==> src/vsac_pkg.sv <==
// vsac_pkg: constants, addresses and types for the vme slave access configuration block
// assumes: one 20 MHz board clock; local bus addresses are full 32-bit byte addresses
package vsac_pkg;
   // ----------------------------------------------------------------------
   // widths
   // ----------------------------------------------------------------------
   localparam int VSAC_AW = 32;
   localparam int VSAC_DW = 8;
   localparam int VSAC_AMW = 6;
   localparam int VSAC_NBASE = 10;   // base bits 31..22
   localparam int VSAC_BASE_LSB = 22;
   localparam int VSAC_A24_MSB = 23;  // top bit of a 24-bit address

   // ----------------------------------------------------------------------
   // local write locations
   // ----------------------------------------------------------------------
   localparam logic [31:0] VSAC_PRIMARY_MODE_ADDR = 32'hFE380003;
   localparam logic [31:0] VSAC_EXT_MODE_ADDR = 32'hFE384003;
   localparam logic [31:0] VSAC_SLV_CTRL_BASE = 32'hFE388000;
   localparam logic [31:0] VSAC_EXT_CTRL_BASE = 32'hFE3A0000;
   localparam logic [31:0] VSAC_SET_A32_ADDR = 32'hFE388000;
   localparam logic [31:0] VSAC_SET_A24_ADDR = 32'hFE388001;
   localparam logic [31:0] VSAC_SUP_ON_ADDR = 32'hFE388002;
   localparam logic [31:0] VSAC_SUP_OFF_ADDR = 32'hFE388003;

   // clear location per base bit, index 0 is bit 22, index 9 is bit 31
   localparam logic [31:0] VSAC_BASE_CLR_ADDR [VSAC_NBASE] = '{
      32'hFE388004, 32'hFE388006, 32'hFE388008, 32'hFE38800A, 32'hFE38800C,
      32'hFE3A0008, 32'hFE3A000A, 32'hFE3A000C, 32'hFE3A000E, 32'hFE38800E};
   // set location is the clear location plus one
   localparam logic [31:0] VSAC_BASE_SET_STEP = 32'h00000001;

   // ----------------------------------------------------------------------
   // data codes and reset values
   // ----------------------------------------------------------------------
   localparam logic [7:0] VSAC_PROTECT_ON_CODE = 8'h0D;
   localparam logic [7:0] VSAC_PROTECT_OFF_CODE = 8'h05;
   localparam logic [7:0] VSAC_SLAVE_EN_CODE = 8'h0F;
   localparam logic [7:0] VSAC_SLAVE_DIS_CODE = 8'h07;
   localparam logic VSAC_RST_A24 = 1'b0;
   localparam logic VSAC_RST_PROTECT = 1'b0;
   localparam logic VSAC_RST_SUP_ONLY = 1'b1;
   localparam logic VSAC_RST_ENABLE = 1'b0;
   localparam logic [VSAC_NBASE-1:0] VSAC_RST_BASE = 10'h000;

   // ----------------------------------------------------------------------
   // address modifier codes (low two bits select program/data/block)
   // ----------------------------------------------------------------------
   localparam logic [3:0] VSAC_AM_A32_SUP = 4'h3;   // 0x0C..0x0F
   localparam logic [3:0] VSAC_AM_A32_USR = 4'h2;   // 0x08..0x0B
   localparam logic [3:0] VSAC_AM_A24_SUP = 4'hF;   // 0x3C..0x3F
   localparam logic [3:0] VSAC_AM_A24_USR = 4'hE;   // 0x38..0x3B

   // ----------------------------------------------------------------------
   // slave access sequencer
   // ----------------------------------------------------------------------
   typedef enum logic [2:0] {
      VSAC_IDLE = 3'b001,
      VSAC_BUSY = 3'b010,
      VSAC_DONE = 3'b100
   } vsac_state_t;
endpackage : vsac_pkg

==> src/vsac_cfg_if.sv <==
// vsac_cfg_if: carries slave configuration and one access to the judge and its verdict back
// assumes: both ends run on the same board clock
`timescale 1ns/10ps
interface vsac_cfg_if;
   import vsac_pkg::*;
   logic enable;
   logic a24;
   logic protect;
   logic sup_only;
   logic [VSAC_NBASE-1:0] base;
   logic [VSAC_AMW-1:0] am;
   logic [VSAC_AW-1:0] addr;
   logic write;
   logic hit;
   logic rd_ok;
   logic wr_ok;
   logic refused;

   modport ctl (
      output enable, a24, protect, sup_only, base, am, addr, write,
      input hit, rd_ok, wr_ok, refused
   );
   modport judge (
      input enable, a24, protect, sup_only, base, am, addr, write,
      output hit, rd_ok, wr_ok, refused
   );
endinterface : vsac_cfg_if

==> src/vsac_judge.sv <==
// vsac_judge: combinational verdict on one slave access from the current configuration
// assumes: address and modifier are stable, already synchronised values
`timescale 1ns/10ps
module vsac_judge (
   vsac_cfg_if.judge cfg
);
   import vsac_pkg::*;

   // ----------------------------------------------------------------------
   // modifier classification
   // ----------------------------------------------------------------------
   // returns {recognised, supervisory} for the selected address mode
   function automatic logic [1:0] vsac_am_class(input logic [VSAC_AMW-1:0] am,
                                                input logic a24);
      logic [3:0] grp;
      grp = am[5:2];
      vsac_am_class = 2'b00;
      if (a24) begin
         if (grp == VSAC_AM_A24_SUP) vsac_am_class = 2'b11;
         else if (grp == VSAC_AM_A24_USR) vsac_am_class = 2'b10;
      end else begin
         if (grp == VSAC_AM_A32_SUP) vsac_am_class = 2'b11;
         else if (grp == VSAC_AM_A32_USR) vsac_am_class = 2'b10;
      end
   endfunction : vsac_am_class

   logic [1:0] cls;
   logic win;

   // short (16-bit) modifiers never classify, so they never hit
   assign cls = vsac_am_class(cfg.am, cfg.a24);

   // window match: a32 compares bits 31..22, a24 only bits 23..22
   always_comb begin
      if (cfg.a24) begin
         win = (cfg.addr[VSAC_A24_MSB:VSAC_BASE_LSB] ==
                cfg.base[VSAC_A24_MSB-VSAC_BASE_LSB:0]);
      end else begin
         win = (cfg.addr[VSAC_AW-1:VSAC_BASE_LSB] == cfg.base);
      end
   end

   // ----------------------------------------------------------------------
   // verdict
   // ----------------------------------------------------------------------
   assign cfg.hit = cfg.enable & cls[1] & win;
   assign cfg.rd_ok = cfg.hit & ~cfg.write;
   // protect overrides supervisor-only, which then needs a supervisory code
   assign cfg.wr_ok = cfg.hit & cfg.write & ~cfg.protect &
                      (~cfg.sup_only | cls[0]);
   assign cfg.refused = cfg.hit & cfg.write & ~cfg.wr_ok;
endmodule : vsac_judge

==> src/vsac_top.sv <==
// vsac_top: configuration registers and write protection for the vme slave ram port
// assumes: local writes are one-cycle strobes on the board clock; vme pins are asynchronous
//
// Summary of operation
// - slave decodes 32-bit or 24-bit addresses, chosen by a mode bit
// - accesses using 16-bit short addressing never get a slave response
// - reset gives 32-bit mode; any write to the a24 location selects 24-bit
// - reset or a write to the a32 location returns to 32-bit mode
// - an enabled slave lets every master read ram at any protection level
// - three write levels; full protect refuses every external write
// - protect overrides supervisor-only, which counts only while protect is off
// - primary mode byte 0D turns protect on, 05 turns it off
// - protect is off after reset; reset or code 05 clears it
// - privilege of each access comes from its address modifier code
// - protect off, supervisor-only on: supervisory writes pass, user writes blocked
// - protect off, supervisor-only off: every slave write passes
// - supervisor-only on after reset; one location clears it, another sets it
// - each base bit has its own clear location and set location
// - a32/a24, supervisor-only and base locations act on address only, data ignored; the two mode bytes use data
// - all base bits are zero after reset
// - slave disabled after reset, silent until enabled, still configurable
`timescale 1ns/10ps
module vsac_top (
   clk,
   rst,
   loc_wr_stb,
   loc_addr,
   loc_data,
   vme_as_n,
   vme_write_n,
   vme_am,
   vme_addr,
   slave_ack,
   ram_rd_en,
   ram_wr_en,
   ram_addr,
   wr_refused,
   cfg_a24,
   cfg_protect,
   cfg_sup_only,
   cfg_enable,
   cfg_base
);
   import vsac_pkg::*;

   input wire logic clk;
   input wire logic rst;
   input wire logic loc_wr_stb;
   input wire logic [vsac_pkg::VSAC_AW-1:0] loc_addr;
   input wire logic [vsac_pkg::VSAC_DW-1:0] loc_data;
   input wire logic vme_as_n;
   input wire logic vme_write_n;
   input wire logic [vsac_pkg::VSAC_AMW-1:0] vme_am;
   input wire logic [vsac_pkg::VSAC_AW-1:0] vme_addr;
   output logic slave_ack;
   output logic ram_rd_en;
   output logic ram_wr_en;
   output logic [vsac_pkg::VSAC_AW-1:0] ram_addr;
   output logic wr_refused;
   output logic cfg_a24;
   output logic cfg_protect;
   output logic cfg_sup_only;
   output logic cfg_enable;
   output logic [vsac_pkg::VSAC_NBASE-1:0] cfg_base;

   // ----------------------------------------------------------------------
   // state
   // ----------------------------------------------------------------------
   logic a24_r;
   logic protect_r;
   logic sup_only_r;
   logic enable_r;
   logic [VSAC_NBASE-1:0] base_r;

   logic as_n_m_r;
   logic as_n_s_r;
   logic write_n_m_r;
   logic write_n_s_r;
   logic [VSAC_AMW-1:0] am_m_r;
   logic [VSAC_AMW-1:0] am_s_r;
   logic [VSAC_AW-1:0] addr_m_r;
   logic [VSAC_AW-1:0] addr_s_r;

   vsac_state_t state_r;
   vsac_state_t state_nxt;
   logic ack_r;
   logic rd_en_r;
   logic wr_en_r;
   logic refused_r;
   logic [VSAC_AW-1:0] ram_addr_r;

   // local write decode helper, used for every configuration location
   function automatic logic vsac_hit(input logic stb, input logic [VSAC_AW-1:0] a,
                                     input logic [VSAC_AW-1:0] loc);
      vsac_hit = stb & (a == loc);
   endfunction : vsac_hit

   // ----------------------------------------------------------------------
   // address mode
   // ----------------------------------------------------------------------
   // data lines are not looked at for these locations
   always_ff @(posedge clk or posedge rst) begin
      if (rst) begin
         a24_r <= VSAC_RST_A24;
      end else if (vsac_hit(loc_wr_stb, loc_addr, VSAC_SET_A24_ADDR)) begin
         a24_r <= 1'b1;
      end else if (vsac_hit(loc_wr_stb, loc_addr, VSAC_SET_A32_ADDR)) begin
         a24_r <= 1'b0;
      end
   end

   // ----------------------------------------------------------------------
   // memory protect (primary mode byte)
   // ----------------------------------------------------------------------
   // other byte values leave protect unchanged
   always_ff @(posedge clk or posedge rst) begin
      if (rst) begin
         protect_r <= VSAC_RST_PROTECT;
      end else if (vsac_hit(loc_wr_stb, loc_addr, VSAC_PRIMARY_MODE_ADDR)) begin
         if (loc_data == VSAC_PROTECT_ON_CODE) begin
            protect_r <= 1'b1;
         end else if (loc_data == VSAC_PROTECT_OFF_CODE) begin
            protect_r <= 1'b0;
         end
      end
   end

   // ----------------------------------------------------------------------
   // supervisor-only
   // ----------------------------------------------------------------------
   always_ff @(posedge clk or posedge rst) begin
      if (rst) begin
         sup_only_r <= VSAC_RST_SUP_ONLY;
      end else if (vsac_hit(loc_wr_stb, loc_addr, VSAC_SUP_OFF_ADDR)) begin
         sup_only_r <= 1'b0;
      end else if (vsac_hit(loc_wr_stb, loc_addr, VSAC_SUP_ON_ADDR)) begin
         sup_only_r <= 1'b1;
      end
   end

   // ----------------------------------------------------------------------
   // slave master switch (extended mode byte)
   // ----------------------------------------------------------------------
   // configuration writes above stay live while the slave is off
   always_ff @(posedge clk or posedge rst) begin
      if (rst) begin
         enable_r <= VSAC_RST_ENABLE;
      end else if (vsac_hit(loc_wr_stb, loc_addr, VSAC_EXT_MODE_ADDR)) begin
         if (loc_data == VSAC_SLAVE_EN_CODE) begin
            enable_r <= 1'b1;
         end else if (loc_data == VSAC_SLAVE_DIS_CODE) begin
            enable_r <= 1'b0;
         end
      end
   end

   // ----------------------------------------------------------------------
   // window base bits
   // ----------------------------------------------------------------------
   // one clear and one set location per bit, address decode only
   generate
      for (genvar i = 0; i < VSAC_NBASE; i++) begin : g_base
         always_ff @(posedge clk or posedge rst) begin
            if (rst) begin
               base_r[i] <= VSAC_RST_BASE[i];
            end else if (vsac_hit(loc_wr_stb, loc_addr, VSAC_BASE_CLR_ADDR[i])) begin
               base_r[i] <= 1'b0;
            end else if (vsac_hit(loc_wr_stb, loc_addr,
                                  VSAC_BASE_CLR_ADDR[i] + VSAC_BASE_SET_STEP)) begin
               base_r[i] <= 1'b1;
            end
         end
      end
   endgenerate

   // ----------------------------------------------------------------------
   // vme pin synchronisers
   // ----------------------------------------------------------------------
   // two stages; only the second stage feeds logic
   always_ff @(posedge clk or posedge rst) begin
      if (rst) begin
         as_n_m_r <= 1'b1;
         as_n_s_r <= 1'b1;
         write_n_m_r <= 1'b1;
         write_n_s_r <= 1'b1;
      end else begin
         as_n_m_r <= vme_as_n;
         as_n_s_r <= as_n_m_r;
         write_n_m_r <= vme_write_n;
         write_n_s_r <= write_n_m_r;
      end
   end

   // address and modifier follow the same two stages as the strobe
   always_ff @(posedge clk or posedge rst) begin
      if (rst) begin
         am_m_r <= '0;
         am_s_r <= '0;
         addr_m_r <= '0;
         addr_s_r <= '0;
      end else begin
         am_m_r <= vme_am;
         am_s_r <= am_m_r;
         addr_m_r <= vme_addr;
         addr_s_r <= addr_m_r;
      end
   end

   // ----------------------------------------------------------------------
   // judge
   // ----------------------------------------------------------------------
   vsac_cfg_if cfg_bus ();

   // configuration and the synchronised access go to the judge
   assign cfg_bus.enable = enable_r;
   assign cfg_bus.a24 = a24_r;
   assign cfg_bus.protect = protect_r;
   assign cfg_bus.sup_only = sup_only_r;
   assign cfg_bus.base = base_r;
   assign cfg_bus.am = am_s_r;
   assign cfg_bus.addr = addr_s_r;
   assign cfg_bus.write = ~write_n_s_r;

   vsac_judge u_judge (
      .cfg(cfg_bus)
   );

   // ----------------------------------------------------------------------
   // access sequencer
   // ----------------------------------------------------------------------
   // idle waits for strobe; busy holds verdict; done waits for strobe release
   always_comb begin
      state_nxt = state_r;
      unique case (state_r)
         VSAC_IDLE: begin
            if (!as_n_s_r) state_nxt = VSAC_BUSY;
         end
         VSAC_BUSY: begin
            state_nxt = VSAC_DONE;
         end
         VSAC_DONE: begin
            if (as_n_s_r) state_nxt = VSAC_IDLE;
         end
         default: begin
            state_nxt = VSAC_IDLE;
         end
      endcase
   end

   always_ff @(posedge clk or posedge rst) begin
      if (rst) begin
         state_r <= VSAC_IDLE;
      end else begin
         state_r <= state_nxt;
      end
   end

   // verdict taken once per strobe; ram enables are one-cycle pulses
   always_ff @(posedge clk or posedge rst) begin
      if (rst) begin
         rd_en_r <= 1'b0;
         wr_en_r <= 1'b0;
         ram_addr_r <= '0;
      end else begin
         rd_en_r <= 1'b0;
         wr_en_r <= 1'b0;
         if (state_r == VSAC_IDLE && !as_n_s_r) begin
            rd_en_r <= cfg_bus.rd_ok;
            wr_en_r <= cfg_bus.wr_ok;
            ram_addr_r <= addr_s_r;
         end
      end
   end

   // acknowledge and refusal flag stand until the strobe goes away
   always_ff @(posedge clk or posedge rst) begin
      if (rst) begin
         ack_r <= 1'b0;
         refused_r <= 1'b0;
      end else if (as_n_s_r) begin
         ack_r <= 1'b0;
         refused_r <= 1'b0;
      end else if (state_r == VSAC_IDLE) begin
         ack_r <= cfg_bus.rd_ok | cfg_bus.wr_ok;
         refused_r <= cfg_bus.refused;
      end
   end

   // ----------------------------------------------------------------------
   // outputs
   // ----------------------------------------------------------------------
   assign slave_ack = ack_r;
   assign ram_rd_en = rd_en_r;
   assign ram_wr_en = wr_en_r;
   assign ram_addr = ram_addr_r;
   assign wr_refused = refused_r;
   assign cfg_a24 = a24_r;
   assign cfg_protect = protect_r;
   assign cfg_sup_only = sup_only_r;
   assign cfg_enable = enable_r;
   assign cfg_base = base_r;
endmodule : vsac_top

==> config.mk <==
export PLATFORM = sky130hd
export DESIGN_NAME = vsac_top
export DESIGN_NICKNAME = d
export VERILOG_FILES = /design/src/vsac_pkg.sv /design/src/vsac_cfg_if.sv /design/src/vsac_judge.sv /design/src/vsac_top.sv
export SDC_FILE = /design/constraint.sdc
export NUM_CORES = 1
export LEC_CHECK = 0
export ABC_AREA = 1
export BUFFER_PORTS_ARGS = -buffer_cell sky130_fd_sc_hd__buf_4
export CAP_MARGIN = 20
export CORE_UTILIZATION = 35
export CTS_CLUSTER_DIAMETER = 40
export DETAILED_ROUTE_END_ITERATION = 10
export PLACE_DENSITY = 0.61
export SKIP_CTS_REPAIR_TIMING = 1
export SYNTH_ARGS = -nofsm -noshare
export SYNTH_HDL_FRONTEND = slang
export SYNTH_HIERARCHICAL = 1
export SYNTH_SLANG_ARGS = --single-unit
==> constraint.sdc <==
create_clock -name clk -period 6.73 [get_ports clk]
set_clock_uncertainty 0.05 [all_clocks]
set_input_delay 2.019 -clock clk [delete_from_list [all_inputs] [get_ports clk]]
set_output_delay 2.019 -clock clk [all_outputs]
set_load 0.01 [all_outputs]
==> results_dict.tcl, run 1 <==
set metrics [dict create \
    cp_cell_sequence "buf_4" \
    crit_path_start_kind "register" \
    power_leakage_uw 0.00341 \
    wl_per_cell_um 12.5 \
    rows 42 \
    rsz0062_at_grt "false" \
    coreArea_sq_um 13300 \
    cpLargestDelayFamily "flip-flops" \
    cts.sinks 129 \
    yosys_warnings 6 \
    switching_share 0.260 \
    grt_max_degree 78 \
    power_frac_clock 0.422 \
    ir_worst_vdd_v 0.000361 \
    cts_tree "done" \
    power_frac_comb 0.185 \
    layout_setup_ws_ns 3.59 \
    syn_area_sq_um 4840 \
    worst-setup-path-type "reg -> out" \
    grt_pass1_vias 3630 \
    finalPower_uw 2470 \
    final_antenna_net_count 0 \
    setup.worst_path.end_class "output pin" \
    cap_viol_max_count 0 \
    critical-path-slowest-cell "dfstp_2" \
    synth_nets 577 \
    period_share 0.466 \
    p_seq_frac 0.393 \
    hold_class "reg -> reg" \
    p_switching_uw 643 \
    antenna_found_initial 0 \
    clkTransAtPathRegs_ns 0.06 \
    slew_violations 0 \
    grt-ovfl-total 0 \
    max_freq_mhz 319 \
    finalHoldViolations 0 \
    first_pass_iters 4 \
    cp.required_ns 4.66 \
    drc 0 \
    final_nets 721 \
    wl_um 10400 \
    slew-limit-headroom 0.371 \
    portBuffers 130 \
    period_needed_ns 3.14 \
    grt_pass1_wl_um 17300 \
    gp_congestion 0.855 \
    synth_cells 494 \
    fp.dieW_um 120 \
    cp_num_buf_inv 1 \
    io_pins 133 \
    cts_buffers 17 \
    hpwl_um 7350 \
    critical_path.max_stage_delay_ns 0.54 \
    vias_per_cell 4.35 \
    fin_setup_tns_ns 0 \
    diodes 0 \
    setup_viol 0 \
    syn_avg_cell_area_sq_um 9.80 \
    final_core_utilization 0.502 \
    root_buffer "clkbuf_16" \
    start_util 0.363 \
    via_count 3597 \
    grtUsageTotal 0.158 \
    cp.arrival_ns 1.07 \
    p_int_uw 1830 \
    power.density_nw_per_um2 368 \
    place_ws_ns 3.12 \
    path_max_fanout 3 \
    cts_buffer_depth 2 \
    die_y_um 120 \
    htree_levels 4 \
    drt_iter0_drc 197 \
    drive_above_1_share 0.298 \
    areaGrowthSynthToFinish_pct 38.4 \
    clock_latency_ns 0.41 \
    tightest_slew_ns 0.943 \
    outcome "finished clean" \
    die_area_sq_um 14300 \
]
==> per-stage QoR <==
step                      hold slack, ns  instance area, sq um  std cells
final                              0.294                  6700        827
after global routing               0.303                  6700        827
after CTS                          0.297                  6700        827
after detailed placement           0.285                  6020        795
after global placement             0.282                  6020        795
after floorplan                    0.281                  4840        494
==> metal layers <==
metal | track usage | vias to the layer above | share of wire
met5 | 0 | - | 0
li1 | - | 1802 | -
met4 | 0.0719 | 0 | 0.020
met2 | 0.259 | 103 | 0.50
met1 | 0.196 | 1675 | 0.43
met3 | 0.0418 | 17 | 0.051
==> final timing paths <==
check	start	endpoint	slack, ns	cells past startpoint
setup / recovery	cfg_sup_only	cfg_sup_only	3.59	1
hold / removal	am_m_r[5]	am_s_r[5]	0.29	0
setup reg to reg	cfg_a24	slave_ack	5.05	9
hold reg to reg	am_m_r[5]	am_s_r[5]	0.29	0
max in group asynchronous	rst	addr_m_r[15]	3.63	3
min in group asynchronous	rst	addr_m_r[2]	1.76	2
==> state kept, by name, summed over array words and instances (netlist names), 3 cells and up <==
signal and count:
cfg_base 10, addr_s_r 32, am_s_r 4, am_m_r 4, addr_m_r 32, state_r 3, ram_addr 32
==> final cells by class <==
| type | instances | area (sq um) |
|---|---|---|
| fill | 1246 | 6650 |
| sequential | 129 | 3240 |
| multi-input combinational | 300 | 1350 |
| timing repair buffer | 132 | 991 |
| clock buffer | 19 | 453 |
| clock inverter | 13 | 231 |
| inverter | 58 | 220 |
| tap | 176 | 220 |
==> cells in the final DEF (no fill, tap or decap), drive strengths merged <==
cell,count
nand2,169
xor2,1
nor3,10
clkbuf,19
inv,59
buf,132
nand4,4
clkinv,4
dfstp,6
dfrtp,123
bufinv,6
o21ai,3
nand3b,4
nor2,64
or2,1
a21oi,13
xnor2,4
clkinvlp,2
nand3,27
==> power by group through the flow <==
stage / clock network [uW] / registers (uW) / logic, uW
after floorplan: 0 / 1020 / 187
after global placement: 0 / 977 / 454
after detailed placement: 0 / 981 / 464
after CTS: 1070 / 971 / 468
after global routing: 1100 / 985 / 509
final: 1040 / 970 / 457
Note: power is estimated with default switching activity, not from simulation.
==> run 2: changes to the inputs <==
Settings changed: PLACE_DENSITY 0.61 to 0.63.
Clock period 6.73 ns to 2.8 ns, I/O delays scaled along.
==> run 2 against run 1 <==
Final area increased by 0.24%. Sequential cell count stayed put. Non-clock buffer count increased by 2. Combinational power up 140%. Cell count grew 0.24%. Count of clock-buffer cells in the layout up 3. Critical path depth did not move.
==> results_dict.tcl, run 2 (synthesized netlist as in run 1, its figures left out) <==
set metrics [dict create \
    cp_cell_sequence "buf_4" \
    ff2ff_setup_slack_ns 1.10 \
    cp.required_ns 1.91 \
    areaGrowthSynthToFinish_pct 38.8 \
    power_leakage_uw 0.00342 \
    via_count 3573 \
    wl_per_cell_um 12.3 \
    setup_viol 0 \
    placedCellCount 797 \
    r2r_end "slave_ack" \
    htree_levels 4 \
    grt_max_degree 43 \
    hold_class "reg -> reg" \
    first_pass_iters 4 \
    coreArea_sq_um 13300 \
    drt_iter0_drc 159 \
    worst-setup-path-type "reg -> out" \
    diodes 0 \
    cts_buffer_depth 2 \
    antenna_found_initial 0 \
    cts.sinks 129 \
    finalHoldViolations 0 \
    drc 0 \
    reg2regPathDepth 9 \
    critical_path.max_stage_delay_ns 0.54 \
    reg2reg_from "cfg_a24" \
    grtUsageTotal 0.157 \
    p_switching_uw 1510 \
    vias_per_cell 4.31 \
    cap_viol_max_count 0 \
    start_util 0.363 \
    drive_above_1_share 0.296 \
    portBuffers 130 \
    cts_buffers 17 \
    slew_violations 0 \
    grt_pass1_wl_um 16900 \
    final_common_cell "nand2_1" \
    cts_tree "done" \
    power_frac_comb 0.188 \
    path_max_fanout 3 \
    cp_num_buf_inv 1 \
    fp.dieW_um 120 \
    rsz0062_at_grt "false" \
    p_seq_frac 0.403 \
    die_area_sq_um 14300 \
    cpLargestDelayFamily "flip-flops" \
    rows 42 \
    period_needed_ns 1.96 \
    clock_latency_ns 0.41 \
    slew-limit-headroom 0.601 \
    final_cell_mix "nand2_1, buf_4, dfrtp_1" \
    clkTransAtPathRegs_ns 0.06 \
    min-delay-start "addr_m_r[23]" \
    final_nets 723 \
    grt_pass1_vias 3531 \
    critical-path-slowest-cell "dfstp_2" \
    root_buffer "clkbuf_16" \
    period_share 0.700 \
    gp_congestion 0.864 \
    ir_worst_vdd_v 0.000590 \
    outcome "finished clean" \
    crit_start "cfg_sup_only" \
    cp.arrival_ns 1.07 \
    power_frac_clock 0.409 \
    layoutNonFillerInstCount 829 \
    max_freq_mhz 510 \
    fin_setup_tns_ns 0 \
    p_int_uw 4300 \
    min_delay_path_depth 0 \
    hold_end "addr_s_r[23]" \
    setup.worst_path.end_class "output pin" \
    final_antenna_net_count 0 \
    finalPower_uw 5810 \
    wl_um 10200 \
    hpwl_um 7490 \
    tightest_slew_ns 0.597 \
    switching_share 0.260 \
    io_pins 133 \
    die_y_um 120 \
    grt-ovfl-total 0 \
    crit_path_start_kind "register" \
    power.density_nw_per_um2 865 \
]
-- run 2: final cells by class --
type / count / area (sq um)
clock buffer: 22 / 464
fill: 1241 / 6630
timing repair buffer: 134 / 1040
clock inverter: 10 / 183
tap: 176 / 220
multi-input combinational: 300 / 1350
sequential: 129 / 3240
inverter: 58 / 221
-- run 2: worst max path at each step --
stage	end	depth (start not counted)
after floorplan	addr_m_r[0]	1
after global placement	cfg_base[6]	9
after detailed placement	cfg_base[0]	7
after CTS	cfg_sup_only	1
after global routing	cfg_sup_only	1
final	cfg_sup_only	1
-- run 2: power by group through the flow --
stage          sequential [uW]  combinational, uW  clock, uW
2_1_floorplan             2440                449          0
3_3_place_gp              2360               1100          0
3_5_place_dp              2370               1120          0
4_1_cts                   2340               1120       2440
5_1_grt                   2380               1230       2510
6_report                  2340               1090       2380
-- run 2: per-stage QoR --
| stage | cell area [sq um] | hold WS (ns) | setup WS [ns] | utilization |
|---|---|---|---|---|
| 2_1_floorplan | 4840 | 0.281 | 0.320 | - |
| 3_3_place_gp | 6070 | 0.282 | 0.821 | 0.455 |
| 3_5_place_dp | 6070 | 0.285 | 0.798 | 0.455 |
| 4_1_cts | 6720 | 0.292 | 0.808 | 0.503 |
| 5_1_grt | 6720 | 0.302 | 0.804 | 0.503 |
| 6_report | 6720 | 0.290 | 0.840 | 0.503 |
-- run 2: metal layers --
layer | routed length [um] | GRT usage | up-vias
li1 | - | - | 1810
met1 | 4460 | 0.196 | 1659
met2 | 5000 | 0.254 | 87
met3 | 526 | 0.0442 | 17
met4 | 195 | 0.0695 | 0
met5 | 0 | 0 | -
